$ cat config.mk
export PLATFORM = sky130hd
export DESIGN_NAME = sccc_top
export DESIGN_NICKNAME = d
export VERILOG_FILES = /design/src/sccc_pkg.sv /design/src/sccc_timer.sv /design/src/sccc_top.sv
export SDC_FILE = /design/constraint.sdc
export NUM_CORES = 2
export LEC_CHECK = 0
export BUFFER_PORTS_ARGS = -buffer_cell sky130_fd_sc_hd__buf_2
export CAP_MARGIN = 30
export CORE_MARGIN = 1
export CORE_UTILIZATION = 57
export CTS_BUF_LIST = sky130_fd_sc_hd__clkbuf_8
export CTS_CLUSTER_SIZE = 14
export DETAILED_ROUTE_END_ITERATION = 16
export PLACE_DENSITY = 0.82
export SYNTH_ARGS = -nofsm -noshare
export SYNTH_HDL_FRONTEND = slang
export SYNTH_SLANG_ARGS = --single-unit
export TNS_END_PERCENT = 30
$ cat constraint.sdc
create_clock -name clock -period 3.1 [get_ports clock]
set_input_delay 0.465 -clock clock [delete_from_list [all_inputs] [get_ports clock]]
set_output_delay 0.465 -clock clock [all_outputs]
set_load 0.1 [all_outputs]
$ cat src/sccc_pkg.sv
// Package for the sixteen channel capture/compare unit: widths, reset values, mode codes.
// Assumes a single 20 MHz system clock and a synchronous active-high reset.
package sccc_pkg;

  localparam int unsigned SCCC_CHANNELS    = 16;
  localparam int unsigned SCCC_TIMERS      = 2;
  localparam int unsigned SCCC_WIDTH       = 16;
  localparam int unsigned SCCC_PAIRS       = 8;

  // Clock rate and the staggered-mode slot length
  localparam int unsigned SCCC_CLOCK_HZ    = 20_000_000;
  localparam int unsigned SCCC_STAGGER_CYC = 8;
  localparam int unsigned SCCC_STAGGER_W   = 3;

  // Prescaler: divide by 2**sel, sel in 0..7
  localparam int unsigned SCCC_PRESC_SEL_W = 3;
  localparam int unsigned SCCC_PRESC_W     = 7;

  // Reset values
  localparam logic [15:0] SCCC_CNT_RST     = 16'h0000;
  localparam logic [15:0] SCCC_RLD_RST     = 16'h0000;
  localparam logic [15:0] SCCC_CHAN_RST    = 16'h0000;
  localparam logic [15:0] SCCC_CNT_MAX     = 16'hffff;
  localparam logic [2:0]  SCCC_PHASE_RST   = 3'h0;
  localparam logic [6:0]  SCCC_PRESC_RST   = 7'h00;

  // Timer clock sources
  typedef enum logic [1:0] {
    SCCC_SRC_PRESC = 2'b00,
    SCCC_SRC_AUX   = 2'b01,
    SCCC_SRC_EXT   = 2'b10,
    SCCC_SRC_STOP  = 2'b11
  } sccc_src_t;

  // Channel modes: bit 2 marks a compare mode
  typedef enum logic [2:0] {
    SCCC_OFF  = 3'b000,
    SCCC_CAP  = 3'b001,
    SCCC_RSV2 = 3'b010,
    SCCC_RSV3 = 3'b011,
    SCCC_CMP0 = 3'b100,
    SCCC_CMP1 = 3'b101,
    SCCC_CMP2 = 3'b110,
    SCCC_CMP3 = 3'b111
  } sccc_mode_t;

  // Capture edge selection
  localparam logic [1:0] SCCC_EDGE_RISE = 2'b01;
  localparam logic [1:0] SCCC_EDGE_FALL = 2'b10;
  localparam logic [1:0] SCCC_EDGE_BOTH = 2'b11;

  // Mask whose low sel bits are set; a prescaler tick when counter matches it
  function automatic logic [6:0] sccc_presc_mask(input logic [2:0] sel);
    sccc_presc_mask = 7'((8'h01 << sel) - 8'h01);
  endfunction

  // Edge detection for a selected transition
  function automatic logic sccc_edge_hit(input logic [1:0] sel, input logic prev,
                                         input logic now);
    sccc_edge_hit = (sel[0] && !prev && now) || (sel[1] && prev && !now);
  endfunction

  function automatic logic sccc_is_cmp(input sccc_mode_t mode);
    sccc_is_cmp = mode[2];
  endfunction

endpackage

$ cat src/sccc_timer.sv
// One 16-bit reloadable time base of the capture/compare unit.
// Assumes ce, the aux overflow pulse and the external count input are synchronous.
`timescale 1ns/1ps
module sccc_timer
  import sccc_pkg::*;
(
  input  wire logic        clock,     // System clock
  input  wire logic        sys_rst,   // Synchronous reset, active high
  input  wire logic        ce,        // Clock enable, freezes state when low
  input  wire logic        slot_ok,   // Stagger slot: count only when high
  input  wire logic [1:0]  src,       // Clock source select
  input  wire logic [2:0]  presc,     // Prescaler select, divide by 2**presc
  input  wire logic        aux_ovf,   // Auxiliary timer overflow pulse
  input  wire logic        ext_cnt,   // External count input, rising edges count
  input  wire logic        wr_cnt,    // Write count value
  input  wire logic        wr_rld,    // Write reload value
  input  wire logic [15:0] wr_data,   // Write data
  output logic      [15:0] count,     // Present count
  output logic             upd,       // Count ticked in the previous edge
  output logic             ovf        // Overflow happened in the previous edge
);

  logic [15:0] reload;
  logic [6:0]  presc_cnt;
  logic        ext_prev;
  logic        ext_primed;
  logic        tick;

  always_comb
  begin
    case (sccc_src_t'(src))
      SCCC_SRC_PRESC: tick = (presc_cnt & sccc_presc_mask(presc)) == sccc_presc_mask(presc);
      SCCC_SRC_AUX:   tick = aux_ovf;
      // A high input at reset release is not taken as a count edge
      SCCC_SRC_EXT:   tick = ext_cnt && !ext_prev && ext_primed;
      default:        tick = 1'b0;
    endcase
  end

  always_ff @(posedge clock)
  begin
    if (sys_rst)
    begin
      presc_cnt  <= SCCC_PRESC_RST;
      ext_prev   <= 1'b0;
      ext_primed <= 1'b0;
    end
    else if (ce)
    begin
      presc_cnt  <= presc_cnt + 7'h01;
      ext_prev   <= ext_cnt;
      ext_primed <= 1'b1;
    end
  end

  always_ff @(posedge clock)
  begin
    if (sys_rst)
      reload <= SCCC_RLD_RST;
    else if (ce && wr_rld)
      reload <= wr_data;
  end

  always_ff @(posedge clock)
  begin
    if (sys_rst)
    begin
      count <= SCCC_CNT_RST;
      upd   <= 1'b0;
      ovf   <= 1'b0;
    end
    else if (ce)
    begin
      upd <= 1'b0;
      ovf <= 1'b0;
      if (wr_cnt)
        count <= wr_data;
      // ticks from prescaler or aux overflow; external counts
      else if (tick && slot_ok)
      begin
        upd <= 1'b1;
        // overflow reloads and counting continues from there
        if (count == SCCC_CNT_MAX)
        begin
          count <= reload;
          ovf   <= 1'b1;
        end
        else
          count <= count + 16'h0001;
      end
    end
  end

endmodule // sccc_timer

$ cat src/sccc_top.sv
// Sixteen channel capture/compare unit: two time bases and sixteen channel registers.
// Assumes all inputs synchronous to clock; configuration is held on plain ports.
`timescale 1ns/1ps
module sccc_top
  import sccc_pkg::*;
(
  input  wire logic              clock,                    // System clock, 20 MHz
  input  wire logic              sys_rst,                  // Synchronous reset
  input  wire logic              ce,                       // Clock enable for all state
  input  wire logic              stagger_en,               // Staggered operation
  input  wire logic [1:0][1:0]   tmr_src,                  // Per timer clock source
  input  wire logic [1:0][2:0]   tmr_presc,                // Per timer prescaler select
  input  wire logic              auxiliary_clock_timer_ovf, // Aux timer overflow pulse
  input  wire logic [1:0]        ext_count,                // External count inputs
  input  wire logic [1:0]        tmr_wr,                   // Write timer count
  input  wire logic [1:0]        rld_wr,                   // Write timer reload
  input  wire logic [15:0]       wr_data,                  // Shared write data
  input  wire logic [15:0]       chan_wr,                  // Write channel register, rearms
  input  wire logic [15:0][2:0]  chan_mode,                // Channel mode code
  input  wire logic [15:0]       chan_tsel,                // Timer select, 1 = timer 1
  input  wire logic [15:0][1:0]  chan_edge,                // Capture edge select
  input  wire logic [15:0]       chan_single,              // Single event option
  input  wire logic [7:0]        dbl_en,                   // Pair n with n+8 on pin n
  input  wire logic [15:0]       chan_pin_in,              // Channel pin levels
  output logic      [15:0][15:0] chan_value,               // Channel registers
  output logic      [15:0]       chan_pin_out,             // Channel pin drive level
  output logic      [15:0]       chan_pin_oe_n,            // Pin enable, low drives
  output logic      [15:0]       chan_irq,                 // Channel interrupt pulses
  output logic      [15:0]       chan_armed,               // Compare armed state
  output logic      [1:0][15:0]  tmr_count,                // Timer counts
  output logic      [1:0]        tmr_ovf                   // Timer overflow pulses
);

  logic [2:0]       phase;
  logic             slot_ok;
  logic [1:0][15:0] cnt;
  logic [1:0]       upd;
  logic [1:0]       ovf;
  logic [15:0]      cmp_hit;
  logic [15:0]      cap_hit;
  logic [15:0]      pin_prev;
  logic [15:0]      period_done;
  logic             pin_primed;
  logic [7:0]       pair_on;
  logic [7:0]       pair_tog;

  // Modes 2 and 3 let only one event through per timer period
  function automatic logic sccc_once(input sccc_mode_t mode);
    sccc_once = (mode == SCCC_CMP2) || (mode == SCCC_CMP3);
  endfunction

  // Picks the allocated timer's one-bit status
  function automatic logic sccc_pick(input logic tsel, input logic [1:0] bits);
    sccc_pick = tsel ? bits[1] : bits[0];
  endfunction

  // First sample after reset only loads the pin history, so a pin that
  // idles high cannot fake a rising edge right after reset
  always_ff @(posedge clock)
  begin
    if (sys_rst)
      pin_primed <= 1'b0;
    else if (ce)
      pin_primed <= 1'b1;
  end

  // staggered mode lets the timers step once per eight-cycle slot
  always_ff @(posedge clock)
  begin
    if (sys_rst)
      phase <= SCCC_PHASE_RST;
    else if (ce)
      phase <= phase + 3'h1;
  end

  assign slot_ok = !stagger_en || (phase == SCCC_PHASE_RST);

  generate
    for (genvar t = 0; t < SCCC_TIMERS; t++)
    begin : g_tmr
      sccc_timer u_timer (
        .clock   (clock),
        .sys_rst (sys_rst),
        .ce      (ce),
        .slot_ok (slot_ok),
        .src     (tmr_src[t]),
        .presc   (tmr_presc[t]),
        .aux_ovf (auxiliary_clock_timer_ovf),
        .ext_cnt (ext_count[t]),
        .wr_cnt  (tmr_wr[t]),
        .wr_rld  (rld_wr[t]),
        .wr_data (wr_data),
        .count   (cnt[t]),
        .upd     (upd[t]),
        .ovf     (ovf[t])
      );
    end
  endgenerate

  assign tmr_count = cnt;
  assign tmr_ovf   = ovf;

  // a pair is live only while both halves compare
  generate
    for (genvar n = 0; n < SCCC_PAIRS; n++)
    begin : g_pair
      assign pair_on[n]  = dbl_en[n] && sccc_is_cmp(sccc_mode_t'(chan_mode[n]))
                           && sccc_is_cmp(sccc_mode_t'(chan_mode[n + SCCC_PAIRS]));
      // Simultaneous matches of both halves give a single toggle
      assign pair_tog[n] = cmp_hit[n] || cmp_hit[n + SCCC_PAIRS];
    end
  endgenerate

  // Per-channel logic
  generate
    for (genvar i = 0; i < SCCC_CHANNELS; i++)
    begin : g_chan
      localparam bit  LOW  = (i < SCCC_PAIRS);
      sccc_mode_t     mode;
      logic [15:0]    tcnt;
      logic           tupd;
      logic           tovf;
      logic           dbl;
      logic           once_mode;
      logic           drives;
      logic           tog;
      logic           set_hi;
      logic           clr_lo;

      assign mode = sccc_mode_t'(chan_mode[i]);
      assign tcnt = chan_tsel[i] ? cnt[1] : cnt[0];
      assign tupd = sccc_pick(chan_tsel[i], upd);
      assign tovf = sccc_pick(chan_tsel[i], ovf);
      assign dbl  = pair_on[i % SCCC_PAIRS];
      assign once_mode = sccc_once(mode);

      // compare on each new timer value
      assign cmp_hit[i] = sccc_is_cmp(mode) && chan_armed[i] && tupd
                          && (tcnt == chan_value[i])
                          // one match per period in modes 2 and 3
                          && !(once_mode && period_done[i]);

      // selectable capture edge on the channel pin
      assign cap_hit[i] = (mode == SCCC_CAP) && pin_primed
                          && sccc_edge_hit(chan_edge[i], pin_prev[i], chan_pin_in[i]);

      always_ff @(posedge clock)
      begin
        if (sys_rst)
          pin_prev[i] <= 1'b0;
        else if (ce)
          pin_prev[i] <= chan_pin_in[i];
      end

      // capture latches the allocated timer; a write takes precedence
      always_ff @(posedge clock)
      begin
        if (sys_rst)
          chan_value[i] <= SCCC_CHAN_RST;
        else if (ce)
        begin
          if (chan_wr[i])
            chan_value[i] <= wr_data;
          else if (cap_hit[i])
            chan_value[i] <= tcnt;
        end
      end

      // capture and compare events pulse the channel's own request
      always_ff @(posedge clock)
      begin
        if (sys_rst)
          chan_irq[i] <= 1'b0;
        else if (ce)
          chan_irq[i] <= cap_hit[i] || cmp_hit[i];
      end

      // single-event channels disarm on their match; a write rearms
      always_ff @(posedge clock)
      begin
        if (sys_rst)
          chan_armed[i] <= 1'b1;
        else if (ce)
        begin
          if (chan_wr[i])
            chan_armed[i] <= 1'b1;
          // single event works with every compare mode
          else if (cmp_hit[i] && chan_single[i])
            chan_armed[i] <= 1'b0;
        end
      end

      // period flag cleared by overflow; a match in the same cycle wins
      always_ff @(posedge clock)
      begin
        if (sys_rst)
          period_done[i] <= 1'b0;
        else if (ce)
        begin
          if (chan_wr[i])
            period_done[i] <= 1'b0;
          else if (cmp_hit[i])
            period_done[i] <= 1'b1;
          else if (tovf)
            period_done[i] <= 1'b0;
        end
      end

      // Pin actions; the upper channel of an active pair gives up its own pin
      always_comb
      begin
        tog    = 1'b0;
        set_hi = 1'b0;
        clr_lo = 1'b0;
        drives = 1'b0;
        if (dbl && LOW)
        begin
          // both matches of the pair toggle the lower channel's pin
          tog    = pair_tog[i % SCCC_PAIRS];
          drives = 1'b1;
        end
        else if (!dbl)
        begin
          case (mode)
            SCCC_CMP1:
            begin
              tog    = cmp_hit[i];
              drives = 1'b1;
            end
            // set on match, cleared by overflow of the allocated timer
            SCCC_CMP3:
            begin
              set_hi = cmp_hit[i];
              clr_lo = tovf;
              drives = 1'b1;
            end
            // modes 0 and 2 leave the pin alone
            default:
            begin
              tog    = 1'b0;
              drives = 1'b0;
            end
          endcase
        end
      end

      // one pin per channel, output in compare modes 1 and 3 outside a live pair and for the lower half of a live pair, input otherwise
      always_ff @(posedge clock)
      begin
        if (sys_rst)
          chan_pin_oe_n[i] <= 1'b1;
        else if (ce)
          chan_pin_oe_n[i] <= !drives;
      end

      // A match at overflow in mode 3 leaves the pin high: set beats clear
      always_ff @(posedge clock)
      begin
        if (sys_rst)
          chan_pin_out[i] <= 1'b0;
        else if (ce)
        begin
          if (tog)
            chan_pin_out[i] <= !chan_pin_out[i];
          else if (set_hi)
            chan_pin_out[i] <= 1'b1;
          else if (clr_lo)
            chan_pin_out[i] <= 1'b0;
        end
      end
    end
  endgenerate

endmodule // sccc_top

Word-level counts from Yosys, hierarchy flattened
Cells that the tools add are included.
Widths: inputs -> output; s select.
{"block": "totals", "output_inout_bits": 354, "regBits": 440, "in_bits": 189, "word_cells": 1086}
{"block": "op_classes", "n_bitwise": 2, "n_eq_ne": 88, "reduce_logical": 507, "shift": 2, "addsub": 7, "muxes": 354}
{"cell": "$mux 16", "count": 54}
{"cell": "$mux 1", "count": 298}
{"cell": "$eq 16x16->1", "count": 16}
{"cell": "$logic_and 1x1->1", "count": 216}
{"cell": "$eq 3x3->1 const B", "count": 48}
{"cell": "$reduce_and 2->1", "count": 66}
{"cell": "$reduce_bool 3->1", "count": 32}
{"cell": "$logic_not 1->1", "count": 83}
{"cell": "$reduce_bool 2->1", "count": 34}
{"cell": "$logic_or 1x1->1", "count": 57}
{"cell": "$eq 3x1->1 const B", "count": 16}
{"cell": "$add 16x1->16 const B", "count": 2}
{"cell": "$eq 16x16->1 const B", "count": 2}
{"cell": "$reduce_or 2->1", "count": 16}
{"cell": "$add 7x1->7 const B", "count": 2}
{"cell": "$and 7x7->7", "count": 2}
{"cell": "$eq 7x7->1", "count": 2}
{"cell": "$shl 1x3->7 const A", "count": 2}
{"cell": "$sub 7x1->7 const B", "count": 2}
{"cell": "$pmux 1 s3", "count": 2}
{"cell": "$eq 2x1->1 const B", "count": 2}
{"cell": "$eq 2x2->1 const B", "count": 2}
{"cell": "$logic_not 2->1", "count": 2}
{"cell": "$add 3x1->3 const B", "count": 1}
{"cell": "$logic_not 3->1", "count": 1}

Logic depth before layout (Yosys ltp)
{"block": "depth", "ltp_word": 9, "mapped_depth": 12, "mapped_depth_nobuf": 10}

Hierarchy
A second synthesis with hierarchy kept.
{"block": "hier_totals", "hier_cells": 3703, "area_unflattened_um2": 27527.7}
{"mod": "sccc_top", "cells_each": 3101, "area_each_um2": 22640.5, "instances": 1}
{"mod": "sccc_timer", "cells_each": 301, "area_each_um2": 2443.6, "instances": 2}

Worst setup path after synthesis
Ideal clock, no wire load.
{"block": "synth_timing", "kind": "reg-to-reg", "start": "register g_tmr[1].u_timer.count[1]", "end": "register chan_armed[2]", "synth_period_minus_slack_ns": 2.905, "setup_slack_ns": 0.195, "stages_incl_launch_ff": 10, "setup_ns": 0.122, "t_arrival_ns": 2.782, "cell_sequence": "dfxtp_1 -> buf_2 -> buf_1 -> mux2i_1 -> xnor2_1 -> nor4_1 -> nand3_1 -> nor2_1 -> nand3_1 -> a221o_1"}
{"block": "synth_via", "elab_chain_len": 7}
{"element": "start: declaration", "line_no": "sccc_timer.sv:18", "rtl": "output logic [15:0] count,"}
{"element": "start signal: assignment", "line_no": "sccc_timer.sv:77", "rtl": "count <= wr_data;"}
{"element": "start signal: assignment", "line_no": "sccc_timer.sv:85", "rtl": "count <= reload;"}
{"element": "start signal: assignment", "line_no": "sccc_timer.sv:89", "rtl": "count <= count + 16'h0001;"}
{"element": "$mux 16", "line_no": "sccc_top.sv:131", "rtl": "assign tcnt = chan_tsel[i] ? cnt[1] : cnt[0];"}
{"element": "$eq 16x16->1", "line_no": "sccc_top.sv:139", "rtl": "&& (tcnt == chan_value[i])"}
{"element": "$logic_and 1x1->1", "line_no": "sccc_top.sv:139"}
{"element": "$logic_and 1x1->1", "line_no": "sccc_top.sv:141", "rtl": "&& !(once_mode && period_done[i]);"}
{"element": "$logic_and 1x1->1", "line_no": "sccc_top.sv:188", "rtl": "else if (cmp_hit[i] && chan_single[i])"}
{"element": "$reduce_bool 2->1 (no line)"}
{"element": "$reduce_and 2->1 (no line)"}
{"element": "end signal: indexed assignment", "line_no": "sccc_top.sv:182", "rtl": "chan_armed[i] <= 1'b1;"}
{"element": "end signal: indexed assignment", "line_no": "sccc_top.sv:186", "rtl": "chan_armed[i] <= 1'b1;"}
{"element": "end signal: indexed assignment", "line_no": "sccc_top.sv:189", "rtl": "chan_armed[i] <= 1'b0;"}
{"element": "end: declaration", "line_no": "sccc_top.sv:29", "rtl": "output logic [15:0] chan_armed,"}
Every way passes these cells.
A chain may end at the register's enable or synchronous reset.

Worst setup path in the final report
{"block": "layout_timing", "start": "register g_tmr[0].u_timer.count[11]", "end": "register chan_pin_out[15]"}
{"block": "layout_via", "elab_chain_len": 8, "elab_cells_between_ends": 12}
{"element": "start: declaration", "line_no": "sccc_timer.sv:18"}
{"element": "start signal: assignment", "line_no": "sccc_timer.sv:77"}
{"element": "start signal: assignment", "line_no": "sccc_timer.sv:85"}
{"element": "start signal: assignment", "line_no": "sccc_timer.sv:89"}
{"element": "$mux 16 *", "line_no": "sccc_top.sv:131"}
{"element": "$eq 16x16->1 *", "line_no": "sccc_top.sv:139"}
{"element": "$logic_and 1x1->1 *", "line_no": "sccc_top.sv:139"}
{"element": "$logic_and 1x1->1 *", "line_no": "sccc_top.sv:141"}
{"element": "$mux 1", "line_no": "sccc_top.sv:224", "rtl": "case (mode)"}
{"element": "$mux 1", "line_no": "sccc_top.sv:222", "rtl": "else if (!dbl)"}
{"element": "$reduce_bool 3->1 (no line) or $mux 1 (tied branches)"}
{"element": "$reduce_and 2->1 (no line) or $mux 1 (tied branches)"}
{"element": "end signal: indexed assignment", "line_no": "sccc_top.sv:264", "rtl": "chan_pin_out[i] <= !chan_pin_out[i];"}
{"element": "end: declaration", "line_no": "sccc_top.sv:26", "rtl": "output logic [15:0] chan_pin_out,"}
Mark *: on every way between the ends. The rest lies on a longest branch, timed or not.

==> reports/results.txt <==
status - finished clean
HPWL Detailed - 82.7 mm
initial antenna violation count - 22
CTS resizes - 0
startpoint types - flop
Worst-path clk slew - 0.06 ns
cts-stage hold buffer count - 0
number of CTS-inserted buffers - 79
Die W - 223 µm
Peak supply drop - 0.390 mV
path type of the worst min-delay path - primary input to flop
top_reg_cell synth - dfxtp_1
clock network power share - 33.2%
P per Cell Area - 504 nW/µm²
Die Ht - 223 µm
Post-synth EDFFs - 0
Antenna Nets Post-Route - 0
Rows - 80
Setup TNS Final - 0 ns
leading cell types in the layout, fill and taps excluded - nor2_1, a21oi_1, buf_2
mean post-synth cell area - 7.40 µm²
Clock Tree Buf Depth - 3
Net Count, Synth - 3,952
sequential share of power - 37.7%
worst clock skew - 0.0302 ns
highest-delay cell along the critical path - dfxtp_2
Comb power frac - 29.1%
fin. max-slew vios - 0
Total Wirelength - 122 mm
vias in the first global route - 27,257
switch share - 39.0%
Design Area, Final - 32,700 µm²
Pre-Repair DR Iteration Count - 6
Layout Nets - 4,370
Max-cap violations - 0
CTS tree - built
Starting Density - 58.0%
Yosys cell types - 79
area delta synth->final - 17.8%
layout cells sized above 1 - 20.8%
switching power - 6.43 mW
Buffers on Ports - 542
GRT Total Usage - 47.1%
Overflow after GRT - 0
Synth Instances - 3,755
min Tclk post-route - 2.89 ns
clock root buffer - clkbuf_8
maximum clock frequency - 0.345 GHz
drc violations - 0
first-pass GRT wire length - 174 mm
dpl cell area - 31,200 µm²
Post-synth ARST share - 0%
H-tree levels - 3
R2R setup slack - 0.21 ns
Synth Cell Area - 27,800 µm²
Core ar. - 47,900 µm²
Final Cycle Share - 93.4%
flops & latches, synth - 440
Worst Setup Path Type - flop to flop
Slew HR - 31.8%
I/O pin count - 543
worst hold slack - 0.0591 ns
GP Congestion - 1.00
Wirelength per Cell - 25.1 µm
FF+latch area - 8830 µm²
Synthesis Warnings - 0
commonest non-fill, non-tap cell in the layout - nor2_1
Critical Path AT - 3.42 ns
final setup violation count - 0
Final Hold Vio Count - 0
Via density - 6.35
die area - 49,700 µm²
Seq/Total Area, Yosys - 31.7%
Cell Chain, Critical Path - buf_12, mux2i_1, xnor2_1, nor4_1, nand3_1, nor3_4, mux2i_1, a211oi_2
setup bufs post-CTS - 0
worst-margin pin slew - 1.02 ns
Top cell by count, worst path - mux2i_1
fillers - 4,037
Worst path max stage delay - 0.68 ns
Via Count - 30,876
kind of end point of the critical path - flop
Crit Path Max Fanout - 13
Inst Count DP - 4,707
total clock sinks - 440
RSZ-0062 raised after global routing - no
Non-Filler Instances - 4,862
Pleak - 14.0 nW
DR iter-0 viols - 4,698
Worst-Skew Late Latency - 0.69 ns
internal power - 10.1 mW
required time worst endpoint - 3.62 ns
largest net degree at the start of global routing - 148
multi-input combinational cell area - 17,400 µm²
## cell families (layout without fill, tap and decap cells)
group	after synthesis	in the layout	share of synthesized area (%)
buf+inv	369	844	5.91
xor+xnor	291	291	9.17
mux	335	335	12.3
flops	440	440	31.7
simple gates	1470	1470	23.6
compound gates	842	842	17.0
fa+ha+maj	8	8	0.360
other cells	0	17	0
## cell type report
class,instances,area share [%]
multi-input combinational,2946,53.2
sequential,440,27.0
timing repair buffer,683,12.4
clock buffer,97,4.08
tap,615,2.35
clock inverter,41,0.600
inverter,23,0.264
antenna,17,0.130
## final timing paths
path	startpoint	endpoint	cells past startpoint
max	g_tmr[0].u_timer.count[11]	chan_pin_out[15]	8
min	chan_pin_in[1]	pin_prev[1]	3
max reg2reg	g_tmr[0].u_timer.count[11]	chan_pin_out[15]	8
min reg2reg	g_tmr[1].u_timer.reload[15]	g_tmr[1].u_timer.reload[15]	2
## worst max-delay path, delay by kind of cell, from the launching register on
family | cells | cell delay, ns
muxes | 2 | 0.38
AOI/OAI and AO/OA | 1 | 0.09
DFF | 1 | 0.68
buffers and inverters | 1 | 0.26
and+or+nand+nor | 3 | 1.15
xor gates and xnor gates | 1 | 0.15
## power by group through the flow
stage / registers, mW / clock network [mW] / logic (mW)
4_1_cts: 6.19 / 5.47 / 4.66
3_3_place_gp: 6.31 / 0 / 4.58
5_1_grt: 6.22 / 5.72 / 4.98
6_report: 6.22 / 5.48 / 4.80
2_1_floorplan: 7.43 / 0 / 2.18
3_5_place_dp: 6.31 / 0 / 4.64
## metal layers
layer  track usage [%]  wire length [µm]  part of all wire, %  vias up
met2              68.0             49900                   41     2412
met4              31.1              8840                  7.2       14
li1                  -                 -                    -    13780
met3              16.4             19000                   16      594
met1              59.1             44100                   36    14076
met5             0.880               137                 0.11        -
## state kept, by name, summed over array words and instances, names as in the netlist, 14 cells and up
| name | flops |
|---|---|
| chan_pin_oe_n | 16 |
| g_tmr.u_timer.count | 32 |
| chan_value | 256 |
| pin_prev | 16 |
| chan_pin_out | 16 |
| g_tmr.u_timer.presc_cnt | 14 |
| period_done | 16 |
| chan_irq | 16 |
| g_tmr.u_timer.reload | 32 |
| chan_armed | 16 |
## cell usage after synthesis, types with 49 or more instances
library cell	n	area share, %
nor2_1	898	12
a21oi_1	621	11
dfxtp_1	440	32
mux2i_1	307	11
clkbuf_1	272	3.7
xnor2_1	267	8.4
nand2_1	215	2.9
nand3_1	60	1.1
nor3_1	58	1.0
nor4_1	58	1.3
o21ai_0	54	0.97
a211oi_1	49	1.3
## per-stage QoR
| step | utilization, % | setup slack, ns | total power [mW] |
|---|---|---|---|
| after floorplan | - | 0.195 | 9.61 |
| after global placement | 64.7 | -0.106 | 10.9 |
| after detailed placement | 65.0 | 0.0135 | 10.9 |
| after CTS | 68.2 | 0.351 | 16.3 |
| after global routing | 68.3 | 0.107 | 16.9 |
| final | 68.3 | 0.205 | 16.5 |
Note: power is estimated with default switching activity, not from simulation.
